--- src/shared/angle_cfg_pkg.sv ---
// package: register indices, field positions, reset values and carriers
package angle_cfg_pkg;
   // ------------------------------------------------------------
   // register indices
   // ------------------------------------------------------------
   localparam logic [4:0] REG_ZERO_LO = 5'h00;
   localparam logic [4:0] REG_ZERO_HI = 5'h01;
   localparam logic [4:0] REG_TRIM = 5'h02;
   localparam logic [4:0] REG_TRIM_EN = 5'h03;
   localparam logic [4:0] REG_FIELD = 5'h06;
   localparam logic [4:0] REG_CHANGE = 5'h07;
   localparam logic [4:0] REG_THRESH = 5'h08;
   localparam logic [4:0] REG_DIR = 5'h09;
   localparam logic [4:0] REG_REF = 5'h0a;
   localparam logic [4:0] REG_FILTER = 5'h0e;
   localparam logic [4:0] REG_ANGLE_LO = 5'h1c;
   localparam logic [4:0] REG_ANGLE_HI = 5'h1d;
   // ------------------------------------------------------------
   // field positions
   // ------------------------------------------------------------
   localparam int POS_TRIM_X = 0;
   localparam int POS_TRIM_Y = 1;
   localparam int POS_FIELD_EN = 0;
   localparam int POS_FIELD_HIGH = 2;
   localparam int POS_FIELD_LOW = 5;
   localparam int POS_CHANGE_HYSTERESIS = 0;
   localparam int POS_REF_AUTO = 6;
   localparam int POS_STYLE = 7;
   localparam int POS_DIR = 7;
   localparam int POS_FILTER = 4;
   // ------------------------------------------------------------
   // reset values
   // ------------------------------------------------------------
   localparam logic [15:0] RST_ZERO = 16'h0000;
   localparam logic [7:0] RST_TRIM = 8'h00;
   localparam logic [7:0] RST_TRIM_EN = 8'h00;
   localparam logic [7:0] RST_FIELD = 8'h1d;
   localparam logic [7:0] RST_CHANGE = 8'h83;
   localparam logic [7:0] RST_THRESH = 8'h40;
   localparam logic [7:0] RST_DIR = 8'h00;
   localparam logic [7:0] RST_REF = 8'h40;
   localparam logic [7:0] RST_FILTER = 8'ha0;
   // ------------------------------------------------------------
   // carriers
   // ------------------------------------------------------------
   typedef struct packed {
      logic [7:0] bias_trim_amount;
      logic trim_x_enable;
      logic trim_y_enable;
      logic field_check_enable;
      logic [2:0] field_high_level;
      logic [2:0] field_low_level;
      logic change_flag_style;
      logic ref_auto_update;
      logic [5:0] change_hysteresis;
      logic [7:0] change_threshold;
      logic [7:0] change_reference;
      logic [3:0] filter_window_size;
   } cfg_s;
   typedef struct packed {
      logic [7:0] x_amount;
      logic [7:0] y_amount;
   } trim_s;
endpackage

--- src/hw/angle_post.sv ---
// angle post-processing: zero offset and rotation sense
`timescale 1ns/10ps
module angle_post #(
   parameter int WIDTH = 16
) (
   input wire logic ref_clk,
   input wire logic rst,
   input wire logic [WIDTH-1:0] raw_angle,
   input wire logic [WIDTH-1:0] zero_offset,
   input wire logic ccw_positive,
   output logic [WIDTH-1:0] out_angle
);
   wire logic [WIDTH-1:0] sensed;
   wire logic [WIDTH-1:0] diff;
   // mirror the raw angle for counterclockwise sense
   assign sensed = ccw_positive ? WIDTH'(-raw_angle) : raw_angle;
   // subtraction wraps modulo one turn
   assign diff = WIDTH'(sensed - zero_offset);

   always_ff @(posedge ref_clk) begin
      if (rst) begin
         out_angle <= '0;
      end else begin
         out_angle <= diff;
      end
   end
endmodule

--- src/hw/angle_cfg.sv ---
// configuration register set and angle output for the angle sensor core
//
// The register addresses and strobed register access are this design's own decisions.
`timescale 1ns/10ps
module angle_cfg
   import angle_cfg_pkg::*;
#(
   parameter int AW = 16
) (
   input wire logic ref_clk,
   input wire logic rst,
   input wire logic [4:0] addr,
   input wire logic [7:0] wdata,
   input wire logic wr_stb,
   input wire logic rd_stb,
   output logic [7:0] rdata,
   input wire logic [AW-1:0] raw_angle,
   input wire logic change_event,
   input wire logic [7:0] change_new_ref,
   output logic [AW-1:0] out_angle,
   output angle_cfg_pkg::cfg_s cfg,
   output angle_cfg_pkg::trim_s trim
);
   import angle_cfg_pkg::*;

   // ------------------------------------------------------------
   // registers
   // ------------------------------------------------------------
   logic [15:0] zero_r;
   logic [7:0] trim_r;
   logic [1:0] trim_en_r;
   logic [7:0] field_r;
   logic [7:0] change_r;
   logic [7:0] thresh_r;
   logic dir_r;
   logic [7:0] ref_r;
   logic [3:0] filter_r;
   logic [7:0] rdata_r;
   logic [7:0] rdata_nxt;
   logic [7:0] axis_amt_r [2];

   // ------------------------------------------------------------
   // decode
   // ------------------------------------------------------------
   wire logic wr_zlo = wr_stb && addr == REG_ZERO_LO;
   wire logic wr_zhi = wr_stb && addr == REG_ZERO_HI;
   wire logic wr_trim = wr_stb && addr == REG_TRIM;
   wire logic wr_trim_en = wr_stb && addr == REG_TRIM_EN;
   wire logic wr_field = wr_stb && addr == REG_FIELD;
   wire logic wr_change = wr_stb && addr == REG_CHANGE;
   wire logic wr_thresh = wr_stb && addr == REG_THRESH;
   wire logic wr_dir = wr_stb && addr == REG_DIR;
   wire logic wr_ref = wr_stb && addr == REG_REF;
   wire logic wr_filter = wr_stb && addr == REG_FILTER;
   wire logic [7:0] field_word = {wdata[POS_FIELD_LOW+:3], wdata[POS_FIELD_HIGH+:3], 1'b0,
      wdata[POS_FIELD_EN]};

   always_ff @(posedge ref_clk) begin
      if (rst) begin
         zero_r <= RST_ZERO;
      end else begin
         if (wr_zlo) zero_r[7:0] <= wdata;
         if (wr_zhi) zero_r[15:8] <= wdata;
      end
   end

   always_ff @(posedge ref_clk) begin
      if (rst) begin
         trim_r <= RST_TRIM;
      end else if (wr_trim) begin
         trim_r <= wdata;
      end
   end

   always_ff @(posedge ref_clk) begin
      if (rst) begin
         trim_en_r <= RST_TRIM_EN[1:0];
      end else if (wr_trim_en) begin
         trim_en_r <= wdata[1:0];
      end
   end

   always_ff @(posedge ref_clk) begin
      if (rst) begin
         field_r <= RST_FIELD;
      end else if (wr_field) begin
         field_r <= field_word;
      end
   end

   always_ff @(posedge ref_clk) begin
      if (rst) begin
         change_r <= RST_CHANGE;
      end else if (wr_change) begin
         change_r <= wdata;
      end
   end

   always_ff @(posedge ref_clk) begin
      if (rst) begin
         thresh_r <= RST_THRESH;
      end else if (wr_thresh) begin
         thresh_r <= wdata;
      end
   end

   always_ff @(posedge ref_clk) begin
      if (rst) begin
         dir_r <= RST_DIR[POS_DIR];
      end else if (wr_dir) begin
         dir_r <= wdata[POS_DIR];
      end
   end

   always_ff @(posedge ref_clk) begin
      if (rst) begin
         filter_r <= RST_FILTER[POS_FILTER+:4];
      end else if (wr_filter) begin
         filter_r <= wdata[POS_FILTER+:4];
      end
   end

   // ------------------------------------------------------------
   // reference: hardware update wins over software write
   // ------------------------------------------------------------
   wire logic ref_auto = change_r[POS_REF_AUTO];
   wire logic ref_load = ref_auto && change_event;

   always_ff @(posedge ref_clk) begin
      if (rst) begin
         ref_r <= RST_REF;
      end else if (ref_load) begin
         ref_r <= change_new_ref;
      end else if (wr_ref) begin
         ref_r <= wdata;
      end
   end

   // ------------------------------------------------------------
   // trim steering
   // ------------------------------------------------------------
   generate
      for (genvar i = 0; i < 2; i++) begin : g_axis
         always_ff @(posedge ref_clk) begin
            if (rst) begin
               axis_amt_r[i] <= 8'h00;
            end else begin
               axis_amt_r[i] <= trim_en_r[i] ? trim_r : 8'h00;
            end
         end
      end
   endgenerate
   assign trim.x_amount = axis_amt_r[POS_TRIM_X];
   assign trim.y_amount = axis_amt_r[POS_TRIM_Y];

   // ------------------------------------------------------------
   // configuration out
   // ------------------------------------------------------------
   assign cfg.bias_trim_amount = trim_r;
   assign cfg.trim_x_enable = trim_en_r[POS_TRIM_X];
   assign cfg.trim_y_enable = trim_en_r[POS_TRIM_Y];
   assign cfg.field_check_enable = field_r[POS_FIELD_EN];
   assign cfg.field_high_level = field_r[POS_FIELD_HIGH+:3];
   assign cfg.field_low_level = field_r[POS_FIELD_LOW+:3];
   assign cfg.change_flag_style = change_r[POS_STYLE];
   assign cfg.ref_auto_update = ref_auto;
   assign cfg.change_hysteresis = change_r[POS_CHANGE_HYSTERESIS+:6];
   assign cfg.change_threshold = thresh_r;
   assign cfg.change_reference = ref_r;
   assign cfg.filter_window_size = filter_r;

   // ------------------------------------------------------------
   // angle path
   // ------------------------------------------------------------
   angle_post #(.WIDTH(AW)) u_post (
      .ref_clk(ref_clk),
      .rst(rst),
      .raw_angle(raw_angle),
      .zero_offset(AW'(zero_r)),
      .ccw_positive(dir_r),
      .out_angle(out_angle)
   );

   // ------------------------------------------------------------
   // read back
   // ------------------------------------------------------------
   wire logic [15:0] ang16 = 16'(out_angle);

   always_comb begin
      unique case (addr)
         REG_ZERO_LO: rdata_nxt = zero_r[7:0];
         REG_ZERO_HI: rdata_nxt = zero_r[15:8];
         REG_TRIM: rdata_nxt = trim_r;
         REG_TRIM_EN: rdata_nxt = {6'h00, trim_en_r};
         REG_FIELD: rdata_nxt = field_r;
         REG_CHANGE: rdata_nxt = change_r;
         REG_THRESH: rdata_nxt = thresh_r;
         REG_DIR: rdata_nxt = {dir_r, 7'h00};
         REG_REF: rdata_nxt = ref_r;
         REG_FILTER: rdata_nxt = {filter_r, 4'h0};
         REG_ANGLE_LO: rdata_nxt = ang16[7:0];
         REG_ANGLE_HI: rdata_nxt = ang16[15:8];
         default: rdata_nxt = 8'h00;
      endcase
   end

   always_ff @(posedge ref_clk) begin
      if (rst) begin
         rdata_r <= 8'h00;
      end else begin
         rdata_r <= rd_stb ? rdata_nxt : 8'h00;
      end
   end
   assign rdata = rdata_r;
endmodule

--- config.mk ---
export PLATFORM = sky130hd
export DESIGN_NAME = angle_cfg
export DESIGN_NICKNAME = d
export VERILOG_FILES = /design/src/shared/angle_cfg_pkg.sv /design/src/hw/angle_post.sv /design/src/hw/angle_cfg.sv
export SDC_FILE = /design/constraint.sdc
export NUM_CORES = 1
export LEC_CHECK = 0
export BUFFER_PORTS_ARGS = -buffer_cell sky130_fd_sc_hd__buf_2
export CAP_MARGIN = 30
export CORE_UTILIZATION = 56
export DETAILED_ROUTE_END_ITERATION = 12
export GPL_ROUTABILITY_DRIVEN = 1
export GPL_TIMING_DRIVEN = 0
export PLACE_DENSITY = 0.9
export SYNTH_ARGS = -nofsm -noshare
export SYNTH_HDL_FRONTEND = slang
export SYNTH_SLANG_ARGS = --single-unit
--- constraint.sdc ---
create_clock -name ref_clk -period 6.8 [get_ports ref_clk]
set_input_delay 0.68 -clock ref_clk [delete_from_list [all_inputs] [get_ports ref_clk]]
set_output_delay 0.68 -clock ref_clk [all_outputs]
set_load 0.05 [all_outputs]
Word-level counts from Yosys, hierarchy flattened
Memories as Yosys holds them, arrays and structs flattened.
Index checks and enable logic that the tools add are counted.
{"block": "op_classes", "bitwise": 3, "n_addsub": 2, "n_reduce_logical": 14, "n_eq_ne": 11, "muxes": 11}
{"cell": "8-bit one-hot mux with 12 select lines", "count": 1}
{"cell": "8-bit 2-to-1 mux", "count": 6}
{"cell": "5-bit by 4-bit == test with 1-bit output (second input constant)", "count": 4}
{"cell": "16-bit 2-to-1 mux", "count": 1}
{"cell": "16-bit negator", "count": 1}
{"cell": "16-bit subtractor", "count": 1}
{"cell": "1-bit logical AND", "count": 11}
{"cell": "5-bit by 2-bit == test with 1-bit output (second input constant)", "count": 2}
{"cell": "5-bit by 3-bit == test with 1-bit output (second input constant)", "count": 2}
{"cell": "5-bit == test (second input constant)", "count": 2}
{"cell": "5-bit by 1-bit == test with 1-bit output (second input constant)", "count": 1}
{"cell": "5-bit logical NOT", "count": 1}
{"cell": "1-bit 2-to-1 mux", "count": 3}
{"cell": "1-bit bitwise OR", "count": 2}
{"cell": "2-bit nonzero test", "count": 1}
{"cell": "2-bit OR reduction", "count": 1}
{"cell": "1-bit inverter", "count": 1}
{"block": "word_totals", "mem_count": 1, "word_cells": 54, "in_bits": 42, "output_inout_bits": 85, "reg_bits": 86, "ram_bits": 16}
{"name": "axis_amt_r", "depth": 2, "word_bits": 8, "rd": 2, "rd_ports_with_merged_regs": 0, "wr": 2, "line": "angle_cfg.sv:40", "source": "logic [7:0] axis_amt_r [2];"}

Depth between registers and ports, before layout
Gate-level depths: netlist (run 1).
{"block": "logic_depth", "depth_word": 4, "mapped_depth": 14, "ltp_nobuf": 14}

Cells and area by module
A second synthesis (run 1) with hierarchy kept.
{"block": "unflattened", "hier_cells": 603, "area_unflattened_um2": 5310.1}
{"module": "angle_cfg", "seq_area_each_um2": 1721.7, "instances": 1, "area_each_um2": 3861.2, "cells_each": 423}
{"module": "angle_post", "seq_area_each_um2": 320.3, "instances": 1, "area_each_um2": 1448.9, "cells_each": 180}

Least setup slack after synthesis (run 1)
OpenSTA, ideal clock, no wires.
{"block": "synth_timing", "kind": "in2reg", "start": "input raw_angle[3]", "end": "register u_post.out_angle[13]", "path_buffers": 0, "required_ps": 6679, "path_slack_ps": 3215, "cell_stages": 10, "t_arrival_ps": 3465, "setup_ps": 121, "path_cell_list": "or4_1 or4_4 o31ai_1 xnor2_1 ha_1 and4_1 a221oi_1 nand2_1 a41oi_1 mux2_2"}
{"block": "synth_between", "elab_chain_cells": 3}
{"item": "start: declaration", "line": "angle_cfg.sv:17", "source": "input wire logic [AW-1:0] raw_angle,"}
{"item": "16-bit negator", "line": "angle_post.sv:16", "source": "assign sensed = ccw_positive ? WIDTH'(-raw_angle) : raw_angle;"}
{"item": "16-bit 2-to-1 mux (*)", "line": "angle_post.sv:16"}
{"item": "16-bit subtractor (*)", "line": "angle_post.sv:18", "source": "assign diff = WIDTH'(sensed - zero_offset);"}
{"item": "end signal: assignment", "line": "angle_post.sv:24", "source": "out_angle <= diff;"}
{"item": "end: declaration", "line": "angle_post.sv:11", "source": "output logic [WIDTH-1:0] out_angle"}
Every way passes the cells marked *; elsewhere a longest branch is shown, timed or not.
A chain may end at the register's enable or synchronous reset.

Worst setup path after layout (run 1)
Ends and elaborated chain as after synthesis.

==> flow_summary.toml, run 1 <==
[global_routing]
antenna_found_initial = 0
grt_pass1_vias = 4992
overflow = 0
grt_max_degree = 18
grt_pass1_wl_um = 26600
grt_usage_pct = 36.5

[timing]
rsz0062_at_grt = "no"
drv_slew = 0
slew_headroom_pct = 35.4
setup_tns_ns = 0
period_minus_slack_ns = 3.61
worstMarginPinSlew_ns = 0.961
finalHoldViolations = 0
max_freq_ghz = 0.277
finalCritPeriodShare_pct = 53.1
clock_skew_ns = 0.0146
setup-violations-final = 0

[clocking]
cts.sinks = 102
holdBufCountCts = 0
clkTransAtPathRegs_ns = 0.10
cts_max_level = 3
cts_inserted_buffers = 9
cts_tree = "built"
clock_path_buffers = 2
post_cts_resized = 0
root_buffer = "clkbuf_8"
postCtsSetupBuffers = 0
clock_latency_ns = 0.38

[yosys]
synth-main-ff-cell = "dfxtp_1"
synthTopCellsByArea = "dfxtp_1 40%, nand2_1 6.8%, nand3_1 5.7%"
yosysMostFrequentCell = "dfxtp_1"
synth.top_cell.area_share_pct = 40.2
synth_cell_type_count = 53
yosysSeqAreaShare_pct = 40.2
synth-seq-cells = 102
yosys.area.top_type = "dfxtp_1"
syn-num-nets = 688
yosys-top-cells-count = "102 x dfxtp_1, 92 x nand2_1, 58 x nand3_1"
syn-cell-area_um2 = 5080
synth_enable_flop_cells = 0
yosysWarningCount = 0
synthesis.instances = 629
ys_async_sr_fraction_pct = 0
syn_avg_cell_area_um2 = 8.07

[worst_setup_path]
worstSetupStartpointType = "input port"
worst-path-max-fanout = 6
arrival_ns = 3.89
endpoint_kind = "flop"
rrSetupSlack_ns = 3.42
max_stage_delay_ns = 0.55
worst_r2r_path_depth = 10
path_depth = 11
cp_cell_sequence = "buf_2, or4_1, or4_4, o31ai_1, xnor2_1, ha_1, and4_1, a221oi_1, nand2_1, a41oi_1, mux2_2"
critPathBufInv = 1
cp_slowest_cell = "or4_1"
cp_top_family = "simple AND/OR/NAND/NOR gates"
cp.required_ns = 7.07
crit_type = "input port to flop"

[floorplan]
dieWidth_um = 97.2
die_area_um2 = 9450
die_y_um = 97.2
io_pins = 127
num_rows = 34
initial_core_util_pct = 57.9
core_um2 = 8760

[outcome]
run_status = "completed"

[drt]
firstDrtPassIters = 7
num_vias = 5401
viasPerCell = 6.20
drtIter0Drc = 389
met2WireLength_um = 8040
wl_met1_um = 6640
highest_layer = "met4"
drt_wl_total_um = 17400
wl_per_cell_um = 20.0
wl_met3_um = 1650
drc = 0
ant_nets = 0

[placement]
gp_congestion = 0.986
hpwl_um = 13300
io_buffers = 116

[layout]
nNetsFinal = 817
areaGrowthSynthToFinish_pct = 17.9
utilization_pct = 68.3
final_layout_size_suffix_gt1_share_pct = 19.1
fillCellCount = 764
diodes = 0

[pwr]
finalPower_mw = 1.17
power.density_nw_per_um2 = 196
ir_worst_vdd_v = 0.000102
leakage_nw = 2.51

[worst_hold_path]
hold_depth = 2
hp-class = "flop to flop"

[run]
cap_violations = 0
==> state kept, by name, summed over array words and instances (netlist names), 7 cells and up <==
signal,count
axis_amt_r,16
change_r,8
field_r,7
rdata,8
ref_r,8
thresh_r,8
trim_r,8
u_post.out_angle,16
zero_r,16
==> metal layers <==
layer / up-vias / track usage [%]
li1: 2448 / -
met2: 373 / 60.8
met5: - / 0
met4: 0 / 21.3
met3: 84 / 6.40
met1: 2496 / 44.4
==> kinds of logic (layout without fill, tap and decap cells) <==
group,Yosys count,after routing,synth area share (%)
DFF,102,102,40.2
adders and majority gates,17,17,4.34
AOI/OAI and AO/OA,136,136,17.1
buffers and inverters,64,198,4.98
muxes,27,27,5.40
and+or+nand+nor,258,258,23.6
xor gates and xnor gates,25,25,4.31
==> layout make-up <==
class	count	area (um2)	area share, %
clock inverters	5	41.3	0.690
repair buffers	118	591	9.87
well taps	108	135	2.26
plain buffers	40	163	2.72
clock buffers	11	141	2.36
inverters	24	90.1	1.51
multi-input cells	463	2780	46.5
flip-flops and latches	102	2040	34.1
==> placed cells by master, fill, tap and decap left out, types with 6 or more instances in the layout <==
cell,instances
mux2i_1,24
and2_1,17
a221oi_1,6
nor2_1,54
dfxtp_1,102
inv_1,24
buf_2,118
a22oi_1,9
ha_1,16
clkbuf_1,34
xnor2_1,21
a21oi_1,54
clkbuf_8,10
o21ai_0,21
nand2_1,92
nand3_1,58
nor2b_1,7
a31oi_1,10
==> where the power goes <==
| part | switching [mW] | internal, mW |
|---|---|---|
| logic | 0.136 | 0.0554 |
| registers | 0.00973 | 0.609 |
| clock network | 0.217 | 0.147 |
==> metrics by stage <==
step / cell area, um2 / hold WS, ns / setup WS, ns / std cells
CTS: 5980 / 0.478 / 3.15 / 870
floorplan: 5080 / 0.436 / 3.21 / 629
finish: 5990 / 0.475 / 3.19 / 871
global route: 5990 / 0.487 / 3.00 / 871
detailed placement: 5800 / 0.463 / 2.76 / 854
global placement: 5790 / 0.445 / 2.78 / 853
==> worst register-to-register path: cells and delay by family, from the launching register on <==
family,cells,cell delay [ns]
flip-flops,1,0.32
adder cells (fa/ha/maj),1,0.50
buffers and inverters,2,0.67
AO/OA/AOI/OAI,3,1.05
AND/OR/NAND/NOR,3,0.44
XOR/XNOR,1,0.31
==> path summary, 6_finish.rpt <==
kind	start	end
worst min-delay path	thresh_r[1]$_SDFFE_PP0P_	thresh_r[1]$_SDFFE_PP0P_
worst min register to register	thresh_r[1]$_SDFFE_PP0P_	thresh_r[1]$_SDFFE_PP0P_
worst max-delay path	raw_angle[3]	u_post.out_angle[13]$_SDFF_PP0_
worst max register to register	dir_r$_SDFFE_PP0P_	u_post.out_angle[10]$_SDFF_PP0_
Power figures use the tool's default switching activity.
==> inputs of run 2 (changes only) <==
--- a/config.mk
+++ b/config.mk
@@ -5,13 +5,14 @@
 export SDC_FILE = /design/constraint.sdc
 export NUM_CORES = 1
 export LEC_CHECK = 0
+export ABC_AREA = 1
 export BUFFER_PORTS_ARGS = -buffer_cell sky130_fd_sc_hd__buf_2
 export CAP_MARGIN = 30
-export CORE_UTILIZATION = 56
+export CORE_UTILIZATION = 48
 export DETAILED_ROUTE_END_ITERATION = 12
 export GPL_ROUTABILITY_DRIVEN = 1
 export GPL_TIMING_DRIVEN = 0
-export PLACE_DENSITY = 0.9
+export PLACE_DENSITY = 0.83
 export SYNTH_ARGS = -nofsm -noshare
 export SYNTH_HDL_FRONTEND = slang
 export SYNTH_SLANG_ARGS = --single-unit
==> constraint.sdc (replaced) <==
create_clock -name ref_clk -period 3.3 [get_ports ref_clk]
set_input_delay 0.33 -clock ref_clk [delete_from_list [all_inputs] [get_ports ref_clk]]
set_output_delay 0.33 -clock ref_clk [all_outputs]
set_load 0.05 [all_outputs]
==> run 2 against run 1 <==
Net effect:
- final area increased by 2.9%
- clock-buffer cell count shrank 2
- combinational power grew 130%
- highest routed layer unchanged
- critical path depth is 7 higher
==> flow_summary.toml, run 2 <==
[timing]
rsz0062_at_grt = "no"
slew_headroom_pct = 61.8
setup-violations-final = 0
drv_slew = 0
period_minus_slack_ns = 2.37
finalCritPeriodShare_pct = 71.9
worstMarginPinSlew_ns = 0.574
setup_tns_ns = 0
clock_skew_ns = 0.0190
max_freq_ghz = 0.422
finalHoldViolations = 0
timing.hold.ws_ns = 0.211

[clocking]
clock_latency_ns = 0.38
clock_path_buffers = 2
cts_tree = "built"
cts_inserted_buffers = 9
clkTransAtPathRegs_ns = 0.11
post_cts_resized = 0
cts_max_level = 3
cts.sinks = 102
holdBufCountCts = 0
postCtsSetupBuffers = 0
root_buffer = "clkbuf_8"

[floorplan]
dieWidth_um = 106
core_um2 = 10400
io_pins = 127
num_rows = 37
initial_core_util_pct = 49.8
die_y_um = 106
die_area_um2 = 11200

[drt]
met2WireLength_um = 6870
wl_per_cell_um = 14.7
highest_layer = "met4"
drtIter0Drc = 555
firstDrtPassIters = 5
ant_nets = 0
viasPerCell = 5.32
wl_met1_um = 6420
num_vias = 5452
drt_wl_total_um = 15100
drc = 0
wl_met3_um = 1480

[yosys]
synth-main-ff-cell = "dfxtp_1"
yosysSeqAreaShare_pct = 39.5
ys_async_sr_fraction_pct = 0
yosys.area.top_type = "dfxtp_1"
synthesis.instances = 749
synth-seq-cells = 102
yosys-top-cells-count = "182 x nand2_1, 103 x nor2_1, 102 x dfxtp_1"
syn-num-nets = 808
synth_cell_type_count = 36
syn_avg_cell_area_um2 = 6.90
yosysWarningCount = 0
synthTopCellsByArea = "dfxtp_1 40%, nand2_1 13%, nor2_1 7.5%"
yosysMostFrequentCell = "nand2_1"
synth.top_cell.area_share_pct = 39.5
syn-cell-area_um2 = 5160
synth_enable_flop_cells = 0

[worst_setup_path]
cp.required_ns = 3.59
endpoint_kind = "flop"
worstSetupStartpointType = "input port"
r2r-start = "dir_r$_SDFFE_PP0P_"
reg2reg_to = "u_post.out_angle[15]$_SDFF_PP0_"
crit_type = "input port to flop"
rrSetupSlack_ns = 0.98
worst_r2r_path_depth = 13
crit_end = "u_post.out_angle[15]$_SDFF_PP0_"
crit_start = "raw_angle[0]"
arrival_ns = 2.66
worst-path-max-fanout = 7

[pwr]
ir_worst_vdd_v = 0.000302
leakage_nw = 3.00
power.density_nw_per_um2 = 410

[worst_hold_path]
hp-class = "input port to flop"

[placement]
gp_congestion = 0.898
hpwl_um = 11700
io_buffers = 123

[run]
cap_violations = 0

[layout]
final_common_cell = "nand2_1"
nNetsFinal = 942
final_cell_mix = "182 x nand2_1, 131 x buf_2, 103 x nor2_1"
final_layout_size_suffix_gt1_share_pct = 19.5
diodes = 0
reg_top3 = "axis_amt_r x16, u_post.out_angle x16, zero_r x16"
areaGrowthSynthToFinish_pct = 19.3

[global_routing]
overflow = 0
grt_pass1_wl_um = 23800
antenna_found_initial = 0
grt_pass1_vias = 4851
grt_max_degree = 22
grt_usage_pct = 27.5

[outcome]
run_status = "completed"
==> run 2: cell count changes in the layout (fill, tap and decap cells not counted), sizes merged, moves of 10 or more <==
| cell | change |
|---|---|
| inv | +63 |
| mux2i | -24 |
| xnor2 | -18 |
| nor2 | +54 |
| buf | +10 |
| clkbuf | -27 |
| o21ai | +50 |
| and2 | -16 |
| a21oi | +10 |
| nand2 | +96 |
==> run 2: metal layers <==
layer  track usage, %  vias to the layer above
met2             44.2                      266
met4             9.62                        0
met1             37.6                     2480
met3             3.77                       28
li1                 -                     2678
met5                0                        -
==> run 2: cell type report <==
type                            count  area (um2)
Timing Repair Buffer              123         616
Inverter                           88         339
Clock inverter                      7        86.3
Sequential cell                   102        2040
Clock buffer                        9         124
Multi-Input combinational cell    539        2680
Tap cell                          136         170
Fill cell                         993        4210
Buffer                             20         104
==> run 2: logic make-up (layout without fill, tap and decap cells) <==
family                   count (synthesis)  after routing  share of synthesized area [%]
adder cells (fa/ha/maj)                 17             17                           4.26
AO/OA/AOI/OAI                          153            153                           15.6
XOR/XNOR                                14             14                           2.37
flip-flops                             102            102                           39.5
AND/OR/NAND/NOR                        355            355                           29.7
buffers and inverters                  108            247                           8.58
==> run 2: how the worst min path moves through the flow <==
stage / from / end / slack (ns) / cells after the start
final: change_new_ref[6] / ref_r[6]$_SDFFE_PP1P_ / 0.21 / 3
after CTS: change_new_ref[6] / ref_r[6]$_SDFFE_PP1P_ / 0.20 / 3
after global placement: thresh_r[1]$_SDFFE_PP0P_ / thresh_r[1]$_SDFFE_PP0P_ / 0.46 / 2
after global routing: change_new_ref[6] / ref_r[6]$_SDFFE_PP1P_ / 0.20 / 3
after floorplan: wdata[0] / change_r[0]$_SDFFE_PP1P_ / 0.44 / 2
after detailed placement: thresh_r[1]$_SDFFE_PP0P_ / thresh_r[1]$_SDFFE_PP0P_ / 0.46 / 2
==> run 2: stage by stage <==
step / instance area (um2) / setup WS (ns) / std cells / total power, mW / util (%)
after global placement: 5950 / 0.548 / 1008 / 1.73 / 57.4
after floorplan: 5160 / 0.991 / 749 / 1.60 / -
after CTS: 6160 / 0.950 / 1024 / 2.53 / 59.4
after detailed placement: 5950 / 0.544 / 1008 / 1.74 / 57.4
final: 6160 / 0.928 / 1024 / 2.53 / 59.4
after global routing: 6160 / 0.635 / 1024 / 2.63 / 59.4
==> run 2: worst max-delay path: stages <==
cell	delay [ns]
buf_2	0.10
inv_1	0.12
ha_1	0.16
inv_1	0.05
nor2_1	0.12
nand3_1	0.11
nor2_1	0.22
a31oi_1	0.13
xor2_1	0.16
ha_1	0.40
nand2_1	0.10
nor3_1	0.20
and2_1	0.16
nand2_1	0.05
nand2_1	0.09
nand2_1	0.06
nand2_1	0.06
nor2_1	0.04
==> run 2: power breakdown <==
part	switching (mW)	total, mW	internal (mW)	leakage (nW)
Clock	0.506	0.811	0.306	0.105
Sequential	0.0208	1.28	1.26	0.828
Combinational	0.314	0.433	0.119	2.07
Total	0.841	2.53	1.69	3.00
==> inputs of run 3 (changes only) <==
--- a/config.mk
+++ b/config.mk
@@ -8,11 +8,11 @@
 export ABC_AREA = 1
 export BUFFER_PORTS_ARGS = -buffer_cell sky130_fd_sc_hd__buf_2
 export CAP_MARGIN = 30
-export CORE_UTILIZATION = 48
+export CORE_UTILIZATION = 54
 export DETAILED_ROUTE_END_ITERATION = 12
 export GPL_ROUTABILITY_DRIVEN = 1
 export GPL_TIMING_DRIVEN = 0
-export PLACE_DENSITY = 0.83
+export PLACE_DENSITY = 0.88
 export SYNTH_ARGS = -nofsm -noshare
 export SYNTH_HDL_FRONTEND = slang
 export SYNTH_SLANG_ARGS = --single-unit
==> constraint.sdc (replaced) <==
create_clock -name ref_clk -period 2.28 [get_ports ref_clk]
set_input_delay 0.228 -clock ref_clk [delete_from_list [all_inputs] [get_ports ref_clk]]
set_output_delay 0.228 -clock ref_clk [all_outputs]
set_load 0.05 [all_outputs]
==> run 3 against run 2 <==
Net effect:
- clock power up 55%
- register-to-register slack worse by 0.86 ns
- worst setup slack worse by 0.81 ns
==> flow_summary.toml, run 3 (synthesis gave the netlist of run 2 again) <==
[outcome]
run_status = "completed"

[clocking]
root_buffer = "clkbuf_8"
cts.sinks = 102
cts_inserted_buffers = 9
clkTransAtPathRegs_ns = 0.11
clock_path_buffers = 2
cts_max_level = 3
cts_tree = "built"
clock_latency_ns = 0.38

[timing]
drv_slew = 0
finalCritPeriodShare_pct = 94.8
setup-violations-final = 0
period_minus_slack_ns = 2.16
max_freq_ghz = 0.463
slew_headroom_pct = 64.0
rsz0062_at_grt = "yes"
setup_ws_ns = 0.120
finalHoldViolations = 0
worstMarginPinSlew_ns = 0.541
clock_skew_ns = 0.00795

[drt]
num_vias = 5477
wl_per_cell_um = 14.7
viasPerCell = 5.35
ant_nets = 0
firstDrtPassIters = 5
drt_wl_total_um = 15100
drc = 0
drtIter0Drc = 585

[layout]
final_cell_mix = "180 x nand2_1, 130 x buf_2, 101 x nor2_1, 101 x dfxtp_1, 79 x inv_1"
diodes = 0
reg_top3 = "axis_amt_r x16, u_post.out_angle x16, zero_r x16"
design_area_um2 = 6310
areaGrowthSynthToFinish_pct = 22.1
final_layout_size_suffix_gt1_share_pct = 22.2
nNetsFinal = 949
final_common_cell = "nand2_1"

[placement]
gp_congestion = 0.961
postPlaceCellArea_um2 = 5940
io_buffers = 123
place_ws_ns = -0.395
hpwl_um = 11400

[global_routing]
grt_pass1_vias = 4924
grt_max_degree = 21
grt_usage_pct = 30.7
antenna_found_initial = 1
overflow = 0
grt_pass1_wl_um = 23600

[worst_setup_path]
cp_top_family = "compound AO/OA/AOI/OAI gates"
endpoint_kind = "flop"
max_stage_delay_ns = 0.36
worst_r2r_path_depth = 11
arrival_ns = 2.44
critPathMostFrequentCell = "nand2_1"
crit_type = "flop to flop"
cp.required_ns = 2.56
path_depth = 11
cp_cell_sequence = "buf_6, clkinvlp_4, a21oi_2, xor2_1, ha_1, nand2_1, nand2_1, a21oi_1, nand2_1, buf_4, o21a_1"
cp_slowest_cell = "dfxtp_2"
worstSetupStartpointType = "flop"
critPathBufInv = 3
worst-path-max-fanout = 8

[floorplan]
core_um2 = 9240
num_rows = 35
io_pins = 127
die_y_um = 99.8
dieWidth_um = 99.8
die_area_um2 = 9960
initial_core_util_pct = 55.9

[pwr]
ir_worst_vdd_v = 0.000422
power.density_nw_per_um2 = 598
leakage_nw = 3.05

[worst_hold_path]
hold_depth = 3
hp-class = "input port to flop"

[run]
cap_violations = 0
[run 3: cell count changes in the layout (fill, tap and decap cells not counted), sizes merged]
cell	change
bufinv	+1
inv	-2
clkinvlp	+1
buf	+7
[run 3: what timing repair did]
| item | CTS | global route |
|---|---|---|
| hold buffers | 0 | 0 |
| resized for setup | 0 | 26 |
| buffers inserted | 0 | 7 |
| endpoints found under the setup margin | 0 | 9 |
| hold endpoints to repair | 0 | 0 |
[run 3: power breakdown]
| part | leakage [nW] | switching (mW) | total, mW | internal (mW) |
|---|---|---|---|---|
| combinational | 2.11 | 0.468 | 0.654 | 0.186 |
| clock | 0.113 | 0.718 | 1.26 | 0.545 |
| sequential | 0.828 | 0.0274 | 1.85 | 1.83 |
| total | 3.05 | 1.21 | 3.77 | 2.56 |
[run 3: routing by layer]
metal / routed length [um] / vias to the layer above / GRT usage [%]
met5: 0 / - / 0
met3: 1490 / 46 / 5.85
li1: - / 2688 / -
met4: 528 / 0 / 12.7
met1: 6240 / 2449 / 40.0
met2: 6830 / 294 / 49.9
[run 3: layout make-up]
type	count	area, um2
Tap cell	129	161
Multi-Input combinational cell	539	2750
Clock buffer	9	124
Inverter	88	343
Buffer	20	110
Clock inverter	7	103
Sequential cell	102	2040
Timing Repair Buffer	130	668
Fill cell	811	2930
[run 3: path summary, 6_finish.rpt]
kind	slack (ns)	end	startpoint
worst max-delay path	0.12	u_post.out_angle[7]$_SDFF_PP0_	dir_r$_SDFFE_PP0P_
worst min-delay path	0.11	ref_r[6]$_SDFFE_PP1P_	change_new_ref[6]
worst max register to register	0.12	u_post.out_angle[7]$_SDFF_PP0_	dir_r$_SDFFE_PP0P_
worst min register to register	0.50	field_r[5]$_SDFFE_PP0P_	field_r[5]$_SDFFE_PP0P_
[run 3: through the flow]
| stage | hold slack, ns | std cells | total power, mW | setup TNS [ns] | util, % |
|---|---|---|---|---|---|
| after global placement | 0.462 | 1001 | 2.50 | -1.57 | 64.3 |
| after floorplan | 0.341 | 749 | 2.32 | 0 | - |
| after CTS | 0.113 | 1017 | 3.73 | 0 | 66.8 |
| after detailed placement | 0.467 | 1001 | 2.51 | -1.87 | 64.3 |
| after global routing | 0.122 | 1024 | 3.89 | -0.186 | 68.2 |
| final | 0.109 | 1024 | 3.77 | 0 | 68.2 |
[run 3: worst register-to-register path, stage by stage, from the launching register on]
cell and delay (ns):
dfxtp_2 0.36, buf_6 0.12, clkinvlp_4 0.19, a21oi_2 0.18, xor2_1 0.20, ha_1 0.30
nand2_1 0.07, nand2_1 0.07, a21oi_1 0.14, nand2_1 0.13, buf_4 0.16, o21a_1 0.16
